===== src/rtl/diag_params.svh =====
// Behaviour
// - measured input duty readable at 16h
// - applied output duty readable at 18h
// - 12-bit sink DAC code at 1Ah
// - 11-bit boost code at 1Ch
// - boost code steps output voltage linearly
// - detected dim frequency at 1Eh bits 14-12
// - detected string layout at bits 10-8
// - detected switch frequency at bits 5-3
// - bits 15,7-6 zero; bit 11 one
// - dimming mode and address in bits 2-0
`ifndef DIAG_PARAMS_SVH
`define DIAG_PARAMS_SVH

// ***************************************************************
// register offsets
// ***************************************************************
`define OFS_INPUT_DUTY 8'h16
`define OFS_OUTPUT_DUTY 8'h18
`define OFS_SINK_CURRENT 8'h1A
`define OFS_BOOST_CODE 8'h1C
`define OFS_STRAP_RESULT 8'h1E

// ***************************************************************
// field layout
// ***************************************************************
`define REG_WIDTH 16
`define SINK_CODE_WIDTH 12
`define BOOST_CODE_WIDTH 11
`define STRAP_CODE_WIDTH 3
`define DIM_FREQ_LSB 12
`define RESERVED_ONE_BIT 11
`define LAYOUT_LSB 8
`define SWITCH_FREQ_LSB 3
`define MODE_LSB 0

// ***************************************************************
// reset values
// ***************************************************************
`define RESET_DATA 16'h0000
`define RESET_CODE 3'h0

`endif


===== src/rtl/diag_pkg.sv =====
`include "diag_params.svh"

package diag_pkg;

    typedef logic [`STRAP_CODE_WIDTH-1:0] strap_code_type;

    typedef enum logic [1:0]
    {
        CAP_WAIT = 2'b00,
        CAP_HELD = 2'b01
    } capture_state_type;

    typedef struct packed
    {
        strap_code_type dim_freq_meta;
        strap_code_type layout_meta;
        strap_code_type switch_meta;
        strap_code_type mode_meta;
        strap_code_type dim_freq_sync;
        strap_code_type layout_sync;
        strap_code_type switch_sync;
        strap_code_type mode_sync;
        strap_code_type dim_freq_held;
        strap_code_type layout_held;
        strap_code_type switch_held;
        strap_code_type mode_held;
        capture_state_type phase;
    } capture_type;

    typedef struct packed
    {
        logic [`REG_WIDTH-1:0] rdata;
        logic ack;
    } access_type;

endpackage


===== src/rtl/strap_if.sv =====
`timescale 1ns/1ps

interface strap_if;
    import diag_pkg::*;

    strap_code_type detected_dim_frequency;
    strap_code_type detected_string_layout;
    strap_code_type detected_switch_frequency;
    strap_code_type dim_mode_select;
    logic detect_done;

    modport capture
    (
        output detected_dim_frequency,
        output detected_string_layout,
        output detected_switch_frequency,
        output dim_mode_select,
        output detect_done
    );

    modport reader
    (
        input detected_dim_frequency,
        input detected_string_layout,
        input detected_switch_frequency,
        input dim_mode_select,
        input detect_done
    );
endinterface


===== src/rtl/backlight_diag_status_regs.sv =====
`timescale 1ns/1ps
`include "diag_params.svh"

module backlight_diag_status_regs import diag_pkg::*;
(
    input wire logic sys_clk, // system clock, 20 MHz
    input wire logic rst, // sync reset, high
    input wire logic [7:0] reg_addr, // register offset
    input wire logic reg_rd, // read strobe
    input wire logic reg_wr, // write strobe, acked but stores nothing
    output logic [15:0] reg_rdata, // read data
    output logic reg_ack, // access done pulse
    input wire logic [15:0] input_duty_live, // measured input duty
    input wire logic [15:0] output_duty_live, // applied output duty
    input wire logic [11:0] sink_current_dac_code, // sink DAC code
    input wire logic [10:0] boost_voltage_code_field, // boost code
    input wire logic strap_sample, // start-up sample pulse
    input wire logic [2:0] dim_freq_strap, // frequency strap code
    input wire logic [2:0] string_layout_strap, // layout strap code
    input wire logic [2:0] switch_frequency_strap, // boost freq strap
    input wire logic [2:0] mode_strap, // mode/address strap code
    output logic strap_detect_done // detection captured
);

    access_type state_reg;
    access_type state_next;
    logic [`REG_WIDTH-1:0] strap_word;
    logic [`REG_WIDTH-1:0] read_word;

    strap_if straps();

    strap_capture capture_unit
    (
        .sys_clk(sys_clk),
        .rst(rst),
        .strap_sample(strap_sample),
        .dim_freq_strap(dim_freq_strap),
        .string_layout_strap(string_layout_strap),
        .switch_frequency_strap(switch_frequency_strap),
        .mode_strap(mode_strap),
        .result(straps.capture)
    );

    // ***************************************************************
    // detection word
    // ***************************************************************
    always_comb
    begin
        strap_word = `RESET_DATA;
        strap_word[`RESERVED_ONE_BIT] = 1'b1;
        strap_word[`DIM_FREQ_LSB +: `STRAP_CODE_WIDTH] =
            straps.detected_dim_frequency;
        strap_word[`LAYOUT_LSB +: `STRAP_CODE_WIDTH] =
            straps.detected_string_layout;
        strap_word[`SWITCH_FREQ_LSB +: `STRAP_CODE_WIDTH] =
            straps.detected_switch_frequency;
        strap_word[`MODE_LSB +: `STRAP_CODE_WIDTH] =
            straps.dim_mode_select;
    end

    // ***************************************************************
    // read decode
    // ***************************************************************
    always_comb
    begin
        read_word = `RESET_DATA;
        case (reg_addr)
            `OFS_INPUT_DUTY:
            begin
                read_word = input_duty_live;
            end
            `OFS_OUTPUT_DUTY:
            begin
                read_word = output_duty_live;
            end
            `OFS_SINK_CURRENT:
            begin
                read_word[`SINK_CODE_WIDTH-1:0] = sink_current_dac_code;
            end
            `OFS_BOOST_CODE:
            begin
                read_word[`BOOST_CODE_WIDTH-1:0] = boost_voltage_code_field;
            end
            `OFS_STRAP_RESULT:
            begin
                read_word = strap_word;
            end
            default:
            begin
                read_word = `RESET_DATA;
            end
        endcase
    end

    // ***************************************************************
    // access register
    // ***************************************************************
    always_comb
    begin
        state_next = state_reg;
        state_next.ack = reg_rd | reg_wr;
        if (reg_rd)
        begin
            state_next.rdata = read_word;
        end
    end

    always_ff @(posedge sys_clk)
    begin
        if (rst)
        begin
            state_reg <= '0;
        end
        else
        begin
            state_reg <= state_next;
        end
    end

    assign reg_rdata = state_reg.rdata;
    assign reg_ack = state_reg.ack;
    assign strap_detect_done = straps.detect_done;

endmodule


===== src/rtl/strap_capture.sv =====
`timescale 1ns/1ps
`include "diag_params.svh"

module strap_capture import diag_pkg::*;
(
    input wire logic sys_clk, // system clock
    input wire logic rst, // sync reset, high
    input wire logic strap_sample, // start-up sample pulse
    input wire logic [2:0] dim_freq_strap, // frequency strap code
    input wire logic [2:0] string_layout_strap, // layout strap code
    input wire logic [2:0] switch_frequency_strap, // boost freq strap code
    input wire logic [2:0] mode_strap, // mode/address strap code
    strap_if.capture result // held detection results
);

    capture_type state_reg;
    capture_type state_next;

    // ***************************************************************
    // synchronise and capture
    // ***************************************************************
    always_comb
    begin
        state_next = state_reg;
        state_next.dim_freq_meta = dim_freq_strap;
        state_next.layout_meta = string_layout_strap;
        state_next.switch_meta = switch_frequency_strap;
        state_next.mode_meta = mode_strap;
        state_next.dim_freq_sync = state_reg.dim_freq_meta;
        state_next.layout_sync = state_reg.layout_meta;
        state_next.switch_sync = state_reg.switch_meta;
        state_next.mode_sync = state_reg.mode_meta;
        case (state_reg.phase)
            CAP_WAIT:
            begin
                if (strap_sample)
                begin
                    state_next.dim_freq_held = state_reg.dim_freq_sync;
                    state_next.layout_held = state_reg.layout_sync;
                    state_next.switch_held = state_reg.switch_sync;
                    state_next.mode_held = state_reg.mode_sync;
                    state_next.phase = CAP_HELD;
                end
            end
            CAP_HELD:
            begin
                state_next.phase = CAP_HELD;
            end
            default:
            begin
                state_next.phase = CAP_WAIT;
            end
        endcase
    end

    always_ff @(posedge sys_clk)
    begin
        if (rst)
        begin
            state_reg <= '0;
            state_reg.phase <= CAP_WAIT;
        end
        else
        begin
            state_reg <= state_next;
        end
    end

    assign result.detected_dim_frequency = state_reg.dim_freq_held;
    assign result.detected_string_layout = state_reg.layout_held;
    assign result.detected_switch_frequency = state_reg.switch_held;
    assign result.dim_mode_select = state_reg.mode_held;
    assign result.detect_done = (state_reg.phase == CAP_HELD);

endmodule


===== config.mk =====
export PLATFORM = sky130hd
export DESIGN_NAME = backlight_diag_status_regs
export DESIGN_NICKNAME = d
export VERILOG_FILES = /design/src/rtl/diag_pkg.sv /design/src/rtl/strap_if.sv /design/src/rtl/backlight_diag_status_regs.sv /design/src/rtl/strap_capture.sv
export VERILOG_INCLUDE_DIRS = /design/src /design/src/rtl
export SDC_FILE = /design/constraint.sdc
export NUM_CORES = 1
export LEC_CHECK = 0
export BUFFER_PORTS_ARGS = -buffer_cell sky130_fd_sc_hd__clkbuf_2
export CAP_MARGIN = 5
export CORE_MARGIN = 1
export CORE_UTILIZATION = 35
export CTS_CLUSTER_DIAMETER = 120
export DETAILED_ROUTE_END_ITERATION = 12
export PLACE_DENSITY = 0.64
export RECOVER_POWER = 25
export SETUP_SLACK_MARGIN = 0.02
export SLEW_MARGIN = 10
export SYNTH_ARGS = -nofsm -noshare
export SYNTH_HDL_FRONTEND = slang
export SYNTH_SLANG_ARGS = --single-unit

===== constraint.sdc =====
create_clock -name sys_clk -period 1.8 [get_ports sys_clk]
set_input_delay 0.09 -clock sys_clk [delete_from_list [all_inputs] [get_ports sys_clk]]
set_output_delay 0.09 -clock sys_clk [all_outputs]
set_load 0.1 [all_outputs]

* After elaboration in Yosys (flattened, before gate mapping) *
Cells that the tools add are included.

storage, ports and cells
  output and inout port bits = 18
  flip-flop bits (word level) = 55
  logic and storage cells = 30
  bits of input ports = 80

cells by class
  reduce and logical (&&, ||, !) cells = 2
  eq/ne operators = 7
  muxes and demuxes = 5
  bitwise operators = 1

operators with widths
  cell                                                             count
  11-bit one-hot mux with 5 select lines                           1
  8-bit by 5-bit == test with 1-bit output, second input constant  5
  4-bit one-hot mux with 3 select lines                            1
  1-bit one-hot mux with 4 select lines                            1
  2-bit one-hot mux with 2 select lines                            1
  2-bit by 1-bit == test with 1-bit output, second input constant  1
  2-bit logical NOT                                                1
  2-bit two-way mux                                                1
  2-bit != test, second input constant                             1
  2-bit AND reduction                                              1
  1-bit OR                                                         1

* Logic depth before layout (Yosys ltp) *
Gate-level depths: netlist (run 1).

  depth in word-level cells = 2
  depth in mapped cells = 6

* Hierarchy *
From an unflattened synthesis (run 1), not the netlist that was laid out.

second synthesis, totals
  cells, all modules = 247
  area total of the unflattened synthesis = 2496.1 sq um

by module, submodules not included
  module                      times used  cells each  area each (sq um)
  strap_capture               1           120         1341.3
  backlight_diag_status_regs  1           127         1154.9

* Least setup slack after synthesis (run 1) *
No wires, ideal clock.

  kind = register -> register
  start = reg capture_unit.state_reg[0] in the netlist's numbering
  end = reg capture_unit.state_reg (netlist bit capture_unit.result.detected_dim_frequency[0])
  path slack = 0.074 ns
  stages on the path, launching flop included = 5
  period minus slack after synthesis = 1.726 ns
  data required time = 1.729 ns
  path buffers = 1
  library setup time = 0.071 ns
  data arrival time = 1.655 ns
  cells stage by stage = dfxtp_1 -> nand2b_1 -> clkbuf_1 -> nand2_1 -> a21oi_1

on the way
  cells in the longest elaborated chain, start to end = 2

ends and longest elaborated chain
  item                           line                 source
  start, declared                strap_capture.sv:16  capture_type state_reg;
  start signal, assigned         strap_capture.sv:65  state_reg <= state_next;
  2-bit logical NOT              strap_capture.sv:33  case (state_reg.phase)
  2-bit AND reduction (no line)  -

No other way between the ends.
A chain may end at the register's enable or synchronous reset.

* Worst setup path after layout (run 1) *
  start = reg capture_unit.state_reg (netlist bit capture_unit.result.detected_string_layout[2])
  end = reg state_reg (netlist bit reg_rdata[10])

on the way
  cells in the longest elaborated chain, start to end = 1

ends and longest elaborated chain
  item                                    line                               source
  11-bit one-hot mux with 5 select lines  backlight_diag_status_regs.sv:67   case (reg_addr)
  end signal, assigned                    backlight_diag_status_regs.sv:116  state_reg <= state_next;
  end, declared                           backlight_diag_status_regs.sv:25   access_type state_reg;

No other way between the ends.

==> run_results.csv, run 1 <==
group,metric,value,unit
worst_setup_path,crit_path_max_incr_delay,330,ps
worst_setup_path,critPathCaptureType,"flop",
worst_setup_path,worst_ep_arrival_time,1520,ps
die,die_y,83.9,µm
drt,via_per_inst,4.90,
synth,syn_area_per_cell,9.58,µm²
grt,antenna_found_initial,0,
timing,hold_violations,0,
layout,num_antenna_cells,0,
timing,tightest_slew,913,ps
clocking,cts-root-buf,"clkbuf_8",
synth,synth_common_cells,"dfxtp_1 (54), nand2_1 (28), nor2b_1 (27)",
clocking,clkSinkCount,54,
die,dieArea,7030,µm²
die,pin_count,98,
worst_setup_path,worst-setup-path-type,"flop to flop",
status,violations,"DRC",
worst_setup_path,worstPathCellList,"mux2_1 -> a221oi_1 -> o21ai_1 -> nor3b_2",
run,max_cap_viol_count,0,
drt,drt-total-wl,5440,µm
synth,ys_warn_count,0,
timing,fin_skew,4.37,ps
clocking,clk_latency,300,ps
layout,drive_gt1_share,35.5,%
timing,setup_tns,0,ps
drt,drtAntennaViolNets,0,
timing,slew_headroom,39.1,%
worst_setup_path,crit_buf_inv,0,
grt,grt_overflow,0,
layout,areaGrowthSynthToFinish,31.6,%
synth,yosysSeqAreaShare,46.1,%
timing,finalMaxSlewViolations,0,
synth,yosysMostFrequentCell,"dfxtp_1",
synth,synth_seq_cells,54,
clocking,clk_pin_slew,100,ps
timing,min_period,1330,ps
placement,portBuffers,97,
synth,synth_top_area_cell,"dfxtp_1",
worst_setup_path,worstPathRequired,1990,ps
power_and_ir_drop,vdd_drop_max,0.000294,V
layout,utilization,48.1,%
die,rows,29,
clocking,numCtsBuffers,5,
clocking,cts-resized-gates,0,
placement,gp_congestion,0.806,
grt,grt.total_usage,16.1,%
clocking,h-tree-depth,2,
power_and_ir_drop,power_density,766,nW/µm²
die,die_w,83.9,µm
worst_setup_path,cpMaxStageDelayCell,"a221oi_1",
timing,rsz0062_at_grt,"no",
grt,grt_pass1_vias,1999,
timing,min_period_over_period,74.0,%
drt,drt-initial-drc-count,91,
clocking,postCtsSetupBuffers,0,
layout,largest_register_ffs,16,
synth,async_reset_ff_share,0,%
drt,drc_errors,28,
grt,grt_pass1_wl,9290,µm
timing,timing.fmax,0.751,GHz
synth,ys_types,41,
synth,synthesis.area,2350,µm²
worst_setup_path,start_kind,"flop",
min_path,min_path_type,"primary input to flop",
die,start_util,36.5,%
worst_setup_path,worst-path-max-fanout,2,
worst_setup_path,cp_top_family,"compound AO/OA/AOI/OAI gates",
synth,synth_edf_count,0,
die,core-area,6420,µm²
synth,synth_nets,325,
layout,nNetsFinal,428,
drt,first_pass_iters,8,
clocking,cts_tree,"done",
synth,synthFlopType,"dfxtp_1",
power_and_ir_drop,p_leak,1.33,nW
placement,hpwlAfterDp,4170,µm
timing,setup-violations-final,0,
status,outcome,"complete, but fails checks",
clocking,clockBufferDepth,2,
synth,syn-instance-count,245,
grt,grt_max_degree,26,
synth,synth_top_area_share,46.1,%
drt,wire_per_inst,12.8,µm
synth,yosys-top-cells-area,"dfxtp_1 (46%), nor2b_1 (7.2%), nand2_1 (4.5%)",
clocking,ctsHoldBuffers,10,
layout,fillerInstances,624,
drt,vias,2089,
==> final timing paths <==
path                            depth (start not counted)                           to  slack [ps]                                           from
worst min-delay path                                    2  capture_unit.state_next[24]          10                              dim_freq_strap[1]
worst max-delay path                                    4                reg_rdata[10]         470  capture_unit.result.detected_string_layout[2]
worst min register to register                          1   capture_unit.state_reg[20]         440                    capture_unit.state_next[20]
worst max register to register                          4                reg_rdata[10]         470  capture_unit.result.detected_string_layout[2]
==> area by class of cell <==
class	instances	area, µm²	share of cell area, %
clock buffer	6	82.6	2.67
clock inverter	2	16.3	0.527
inverter	4	15.0	0.486
multi-input combinational	170	1170	37.8
sequential	54	1080	35.0
tap	77	96.3	3.12
timing repair buffer	113	628	20.3
==> worst reg2reg max path, delay by kind of cell (launching register included) <==
kind	cells	cell delay [ps]
mux	1	300
simple gates	1	160
compound gates	2	440
flops	1	320
==> stage by stage <==
stage | hold slack, ps | area [µm²] | std cells | setup slack [ps] | power (mW)
floorplan | 206 | 2350 | 245 | 74.3 | 1.53
global placement | 303 | 2880 | 407 | 260 | 1.66
detailed placement | 304 | 2880 | 407 | 203 | 1.67
CTS | 5.30 | 3080 | 425 | 485 | 2.40
finish | 12.5 | 3090 | 426 | 468 | 2.37
global route | 13.4 | 3090 | 426 | 379 | 2.50
==> cell families after synthesis <==
| kind of cell | Yosys count | share of synthesized area, % |
|---|---|---|
| flip-flops | 54 | 46.1 |
| multiplexers | 13 | 5.97 |
| AO/OA/AOI/OAI | 62 | 19.4 |
| buffers and inverters | 21 | 4.11 |
| AND/OR/NAND/NOR | 95 | 24.5 |
==> power by group <==
group	internal (mW)	switching (mW)	total, mW
Clock	0.317	0.396	0.713
Combinational	0.167	0.235	0.402
Sequential	1.24	0.0146	1.25
Total	1.72	0.645	2.37
==> placed cells by master, fill, tap and decap left out, types with 2 or more instances in the layout <==
| master | instances |
|---|---|
| nand2_1 | 28 |
| a31oi_1 | 3 |
| dlygate4sd3_1 | 11 |
| a22o_1 | 5 |
| nor3b_2 | 7 |
| mux2i_1 | 5 |
| o21ai_1 | 9 |
| mux2_1 | 7 |
| nor2_1 | 18 |
| a22oi_1 | 11 |
| inv_1 | 4 |
| and3b_1 | 3 |
| a221oi_1 | 7 |
| a32oi_1 | 2 |
| clkbuf_1 | 2 |
| a21oi_1 | 12 |
| clkbuf_2 | 96 |
| nand3b_1 | 2 |
| clkbuf_8 | 6 |
| dfxtp_1 | 54 |
| a2bb2oi_1 | 2 |
| buf_4 | 4 |
| o2bb2ai_1 | 3 |
| o21ai_0 | 2 |
| nor2b_1 | 27 |
==> routing by layer <==
layer	wire [µm]	GRT usage (%)	vias to the layer above
met5	0	0	-
met4	95	5.02	0
met1	2390	20.8	928
met2	2610	26.9	78
met3	348	3.56	9
li1	-	-	1074
(Power assumes the default switching activity.)
==> run 2: changes to the inputs <==
--- a/config.mk
+++ b/config.mk
@@ -12,7 +12,7 @@
 export CORE_UTILIZATION = 35
 export CTS_CLUSTER_DIAMETER = 120
 export DETAILED_ROUTE_END_ITERATION = 12
-export PLACE_DENSITY = 0.64
+export PLACE_DENSITY = 0.67
 export RECOVER_POWER = 25
 export SETUP_SLACK_MARGIN = 0.02
 export SLEW_MARGIN = 10
==> constraint.sdc (replaced) <==
create_clock -name sys_clk -period 1.1 [get_ports sys_clk]
set_input_delay 0.055 -clock sys_clk [delete_from_list [all_inputs] [get_ports sys_clk]]
set_output_delay 0.055 -clock sys_clk [all_outputs]
set_load 0.1 [all_outputs]
==> run 2 against run 1 <==
The flow finishes with violations (DRC, setup timing). Power is 73% higher. Design area is 17% higher. Critical endpoint unchanged. Clock skew hardly changed. Global-route usage is 0.41 points higher. Combinational power is 100% higher. Critical path type unchanged. Non-clock buffer count is 15 higher. Sequential power is 65% higher. Highest routed layer unchanged.
==> run_results.csv, run 2 (synthesis gave the netlist of run 1 again) <==
group,metric,value,unit
status,outcome,"complete, but fails checks",
die,die_w,83.9,µm
worst_setup_path,cp_top_family,"compound AO/OA/AOI/OAI gates",
placement,portBuffers,97,
worst_setup_path,reg2reg_depth,4,
worst_setup_path,worst-path-max-fanout,2,
timing,rsz0062_at_grt,"yes",
timing,hold_violations,0,
worst_setup_path,crit_buf_inv,0,
layout,areaGrowthSynthToFinish,54.4,%
worst_setup_path,reg2reg_from,"capture_unit.result.detected_string_layout[2]",
die,rows,29,
drt,first_pass_iters,8,
drt,via_per_inst,4.87,
grt,grt_pass1_vias,2026,
die,dieArea,7030,µm²
timing,setup-violations-final,8,
timing,fin_skew,4.05,ps
power_and_ir_drop,p_seq_share,50.3,%
placement,gp_congestion,0.844,
layout,drive_gt1_share,49.2,%
clocking,clkSinkCount,54,
die,die_y,83.9,µm
die,start_util,36.5,%
timing,timing.fmax,0.816,GHz
min_path,hold_start,"strap_sample",
grt,grt_overflow,0,
drt,drc_errors,26,
drt,drtAntennaViolNets,0,
layout,mostFrequentLayoutCells,"clkbuf_2 (76), dfxtp_1 (31), nand2_1 (28), nor2b_1 (27), dfxtp_2 (22)",
placement,hpwlAfterDp,4630,µm
power_and_ir_drop,power_frac_clock,29.8,%
power_and_ir_drop,p_sw,1.13,mW
timing,slew_headroom,68.7,%
layout,final_common_cell,"clkbuf_2",
worst_setup_path,regToRegEndpoint,"reg_rdata[10]",
layout,fillerInstances,595,
timing,min_period,1230,ps
clocking,postCtsSetupBuffers,0,
power_and_ir_drop,p_comb_share,19.9,%
layout,largest_register_ffs,16,
timing,fin_hold_ws,8.84,ps
worst_setup_path,worstPathCellList,"mux2_4 -> a221oi_2 -> o21ai_1 -> nor3b_2",
status,violations,"DRC, setup timing",
grt,grt_max_degree,25,
timing,tightest_slew,469,ps
die,core-area,6420,µm²
power_and_ir_drop,power_density,1130,nW/µm²
clocking,clk_pin_slew,100,ps
worst_setup_path,worstPathRequired,1290,ps
drt,wire_per_inst,13.1,µm
min_path,whs_endpoint,"capture_unit.state_reg[0]",
clocking,numCtsBuffers,5,
placement,dp.cells,420,
power_and_ir_drop,p_int,2.96,mW
grt,antenna_found_initial,0,
die,pin_count,98,
worst_setup_path,start_kind,"flop",
power_and_ir_drop,p_leak,1.54,nW
worst_setup_path,worst_ep_arrival_time,1420,ps
power_and_ir_drop,vdd_drop_max,0.000670,V
clocking,h-tree-depth,2,
min_path,hold_path_depth,3,
drt,drt-initial-drc-count,75,
drt,drt-total-wl,5790,µm
layout,final_cell_count_no_fill,441,
layout,nNetsFinal,443,
clocking,cts_tree,"done",
clocking,clk_latency,310,ps
grt,grt_pass1_wl,9260,µm
power_and_ir_drop,swShare,27.6,%
layout,num_antenna_cells,0,
worst_setup_path,critPathCaptureType,"flop",
timing,min_period_over_period,111,%
clocking,cts-root-buf,"clkbuf_8",
worst_setup_path,ff2ff_setup_slack,-130,ps
worst_setup_path,cpMaxStageDelayCell,"dfxtp_2",
timing,setup_slack,-125,ps
worst_setup_path,crit_path_max_incr_delay,330,ps
run,max_cap_viol_count,0,
timing,finalMaxSlewViolations,0,
grt,grt.total_usage,16.6,%
clocking,clockBufferDepth,2,
drt,vias,2147,
min_path,min_path_type,"primary input to flop",
worst_setup_path,worst-setup-path-type,"flop to flop",
==> run 2: changes by cell type in the layout (fill, tap and decap cells not counted), sizes merged <==
| cell | before | now |
|---|---|---|
| inv | 5 | 6 |
| clkbuf | 104 | 82 |
| buf | 4 | 39 |
| clkinvlp | 1 | 0 |
| dlygate4sd3 | 11 | 13 |
==> run 2: how the worst max path moves through the flow <==
stage | from | to | slack [ps] | depth (start not counted)
after floorplan | reg_addr[5] | reg_rdata[11] | -50 | 4
after detailed placement | reg_addr[3] | reg_rdata[12] | -290 | 5
after global routing | capture_unit.result.detected_string_layout[2] | reg_rdata[10] | -190 | 4
after CTS | capture_unit.result.detected_string_layout[2] | reg_rdata[10] | -150 | 4
after global placement | reg_addr[3] | reg_rdata[13] | -260 | 5
final | capture_unit.result.detected_string_layout[2] | reg_rdata[10] | -130 | 4
==> run 2: cell type report <==
| class | count | area, µm² | share of cell area, % |
|---|---|---|---|
| multi-input combinational | 170 | 1240 | 34.3 |
| sequential | 54 | 1110 | 30.7 |
| timing repair buffer | 128 | 1050 | 29.1 |
| tap | 77 | 96.3 | 2.66 |
| clock buffer | 6 | 82.6 | 2.28 |
| clock inverter | 2 | 20.0 | 0.553 |
| inverter | 4 | 15.0 | 0.415 |
==> run 2: power by group through the flow <==
stage / clock (mW) / sequential [mW] / combinational, mW
after floorplan: 0 / 2.22 / 0.309
after global placement: 0 / 2.10 / 0.751
after detailed placement: 0 / 2.10 / 0.760
after CTS: 1.26 / 2.06 / 0.804
after global routing: 1.34 / 2.07 / 0.875
final: 1.22 / 2.06 / 0.813
==> run 2: stage by stage <==
step | instance area, µm² | total power, mW | worst slack (ps) | TNS (ps) | utilization (%)
3_3_place_gp | 3340 | 2.85 | -256 | -3250 | 52.1
5_1_grt | 3620 | 4.28 | -193 | -1280 | 56.4
4_1_cts | 3590 | 4.12 | -154 | -948 | 55.8
6_report | 3620 | 4.09 | -125 | -741 | 56.4
2_1_floorplan | 2440 | 2.53 | -50.9 | -318 | -
3_5_place_dp | 3340 | 2.86 | -294 | -3540 | 52.1
==> run 2: worst reg2reg max path, stage by stage (launching register included) <==
cell and delay, ps:
dfxtp_2 330, mux2_4 260, a221oi_2 250, o21ai_1 110, nor3b_2 160
==> run 2: repair_timing <==
item,in CTS,in global routing
resized for setup,5,23
endpoints found under the hold margin,13,0
pin swaps,4,10
setup endpoints to repair,8,10
hold buffers,13,0
==> run 2: metal layers <==
layer / track usage [%] / up-vias / wire [µm]
met1: 19.8 / 971 / 2520
li1: - / 1102 / -
met5: 0 / - / 0
met3: 3.66 / 5 / 340
met2: 29.8 / 69 / 2890
met4: 4.23 / 0 / 40
==> run 3: changes to the inputs <==
--- a/config.mk
+++ b/config.mk
@@ -10,12 +10,14 @@
 export CAP_MARGIN = 5
 export CORE_MARGIN = 1
 export CORE_UTILIZATION = 35
+export CTS_BUF_LIST = sky130_fd_sc_hd__clkbuf_16
 export CTS_CLUSTER_DIAMETER = 120
 export DETAILED_ROUTE_END_ITERATION = 12
-export PLACE_DENSITY = 0.67
+export PLACE_DENSITY = 0.66
 export RECOVER_POWER = 25
 export SETUP_SLACK_MARGIN = 0.02
 export SLEW_MARGIN = 10
 export SYNTH_ARGS = -nofsm -noshare
 export SYNTH_HDL_FRONTEND = slang
+export SYNTH_HIERARCHICAL = 1
 export SYNTH_SLANG_ARGS = --single-unit
==> run 3 against run 2 <==
The run now ends clean. Synthesized cell count is 0.82% higher. Register-to-register slack gained 230 ps. Synthesized area grew 6.4%. Core utilization fell by 2.4 points. Clock skew up 0.91 ps. Worst hold slack gained 7.3 ps. Sequential power barely moved. Flip-flop and latch count stayed put. Critical path depth stayed put. Non-clock buffer count grew 11. Critical path type unchanged. Critical endpoint is now reg_rdata[4]. Largest cell class unchanged.
==> run_results.csv, run 3 <==
group,metric,value,unit
status,outcome,"finished clean",
clocking,h-tree-depth,2,
drt,vias,2124,
die,die_y,86.5,µm
synth,synth_top_area_cell,"dfxtp_1",
die,dieArea,7470,µm²
drt,via_per_inst,4.62,
synth,yosysMostFrequentCell,"dfxtp_1",
drt,first_pass_iters,5,
synth,async_reset_ff_share,0,%
grt,grt_overflow,0,
worst_setup_path,worstPathRequired,1260,ps
synth,synth_common_cells,"dfxtp_1 (54), nor2b_1 (25), nand2_1 (17)",
synth,ys_warn_count,6,
timing,setup-violations-final,0,
timing,setup_tns,0,ps
timing,tightest_slew,411,ps
synth,synthesis.area,2500,µm²
synth,yosysSeqAreaShare,43.3,%
drt,drtAntennaViolNets,0,
timing,hold_violations,0,
run,max_cap_viol_count,0,
layout,nNetsFinal,443,
die,core-area,6830,µm²
placement,hpwlAfterDp,4400,µm
grt,grt_max_degree,29,
layout,num_antenna_cells,0,
min_path,min_path_type,"primary input to flop",
timing,rsz0062_at_grt,"no",
synth,yosys-top-cells-area,"dfxtp_1 (43%), nor2b_1 (6.3%), mux2i_1 (5.6%)",
synth,synth_seq_cells,54,
layout,register_area,1100,µm²
clocking,clkSinkCount,54,
synth,synthFlopType,"dfxtp_1",
worst_setup_path,worst-path-max-fanout,2,
worst_setup_path,worst-setup-path-type,"flop to flop",
layout,mostFrequentLayoutCells,"clkbuf_2 (79), dfxtp_1 (37), nor2b_1 (25), buf_4 (24), buf_12 (20)",
die,rows,30,
synth,synth_top_area_share,43.3,%
grt,antenna_found_initial,0,
layout,final_common_cell,"clkbuf_2",
drt,drc_errors,0,
layout,fillerInstances,634,
clocking,clockBufferDepth,2,
layout,multiInputGateArea,1190,µm²
placement,portBuffers,97,
die,die_w,86.5,µm
timing,finalMaxSlewViolations,0,
worst_setup_path,critPathCaptureType,"flop",
worst_setup_path,start_kind,"flop",
synth,synth_nets,327,
timing,fin_skew,4.97,ps
grt,grt_pass1_wl,9140,µm
clocking,cts_tree,"done",
clocking,numCtsBuffers,5,
worst_setup_path,worst_ep_arrival_time,1160,ps
synth,synth_edf_count,0,
worst_setup_path,crit_path_max_incr_delay,310,ps
worst_setup_path,cpMaxStageDelayCell,"dfxtp_1",
clocking,clk_latency,290,ps
grt,grt.total_usage,15.6,%
drt,wire_per_inst,12.2,µm
synth,syn-instance-count,247,
clocking,clk_pin_slew,70,ps
layout,drive_gt1_share,43.1,%
drt,drt-initial-drc-count,52,
power_and_ir_drop,power_density,1130,nW/µm²
synth,syn_area_per_cell,10.1,µm²
worst_setup_path,worstPathCellList,"mux2i_1 -> o2bb2ai_1 -> a221oi_1 -> o21ai_0",
timing,slew_headroom,72.6,%
clocking,cts-root-buf,"clkbuf_16",
power_and_ir_drop,vdd_drop_max,0.000811,V
timing,min_period_over_period,90.9,%
die,pin_count,98,
grt,grt_pass1_vias,2024,
placement,place_area,3400,µm²
layout,areaGrowthSynthToFinish,47.9,%
placement,gp_congestion,0.792,
timing,min_period,1000,ps
synth,ys_types,36,
die,start_util,36.5,%
layout,largest_register_ffs,16,
layout,design_area,3690,µm²
drt,drt-total-wl,5610,µm
timing,timing.fmax,1.00,GHz
power_and_ir_drop,p_leak,1.54,nW
-- run 3: critical path: cells and delay by family, from the launching register on --
kind / cells / cell delay [ps]
flip-flops: 1 / 310
multiplexers: 1 / 150
AO/OA/AOI/OAI: 3 / 430
-- run 3: cell families after synthesis --
group           after synthesis  synth area share, %
simple gates                 91                 25.4
compound gates               58                 16.9
mux                          14                 5.61
flops                        54                 43.3
buf+inv                      30                 8.82
-- run 3: final cells by class --
type	count	area share, %
Multi-Input combinational cell	163	32.4
Timing Repair Buffer	139	30.6
Sequential cell	54	29.9
Clock buffer	5	3.39
Tap cell	96	3.25
Clock inverter	3	0.441
-- run 3: stage by stage --
step | cells | util, % | hold WS, ps | power, mW | worst slack [ps]
6_report | 460 | 54.0 | 16.2 | 4.17 | 100
3_5_place_dp | 436 | 49.7 | 267 | 2.66 | -205
2_1_floorplan | 247 | - | 117 | 2.40 | 29.2
4_1_cts | 459 | 54.0 | 1.22 | 4.20 | 88.0
3_3_place_gp | 436 | 49.7 | 267 | 2.65 | -131
5_1_grt | 460 | 54.0 | 16.8 | 4.33 | 29.2
-- run 3: repair_timing --
item                                    4_1_cts  5_1_grt
hold endpoints to repair                     13        0
setup buffers                                 0        1
gates resized for setup                       0        2
endpoints found under the setup margin        0        6
hold buffers                                 15        0
-- run 3: path summary, 6_finish.rpt --
| check | slack, ps | cells past startpoint | endpoint | start |
|---|---|---|---|---|
| min | 20 | 3 | reg_rdata[7] | input_duty_live[7] |
| min reg2reg | 440 | 1 | capture_unit/state_reg[19] | capture_unit/state_next[19] |
| max reg2reg | 100 | 4 | reg_rdata[4] | flop |
| max | 100 | 4 | reg_rdata[4] | flop |
-- run 3: power breakdown --
group / switching [mW] / internal (mW)
combinational: 0.278 / 0.339
sequential: 0.0281 / 2.01
clock: 0.673 / 0.836
total: 0.979 / 3.19
-- run 3: routing by layer --
layer	routed length, µm	GRT usage (%)
met5	0	0
met4	61	4.24
met2	2770	28.4
met3	328	4.67
met1	2440	17.6
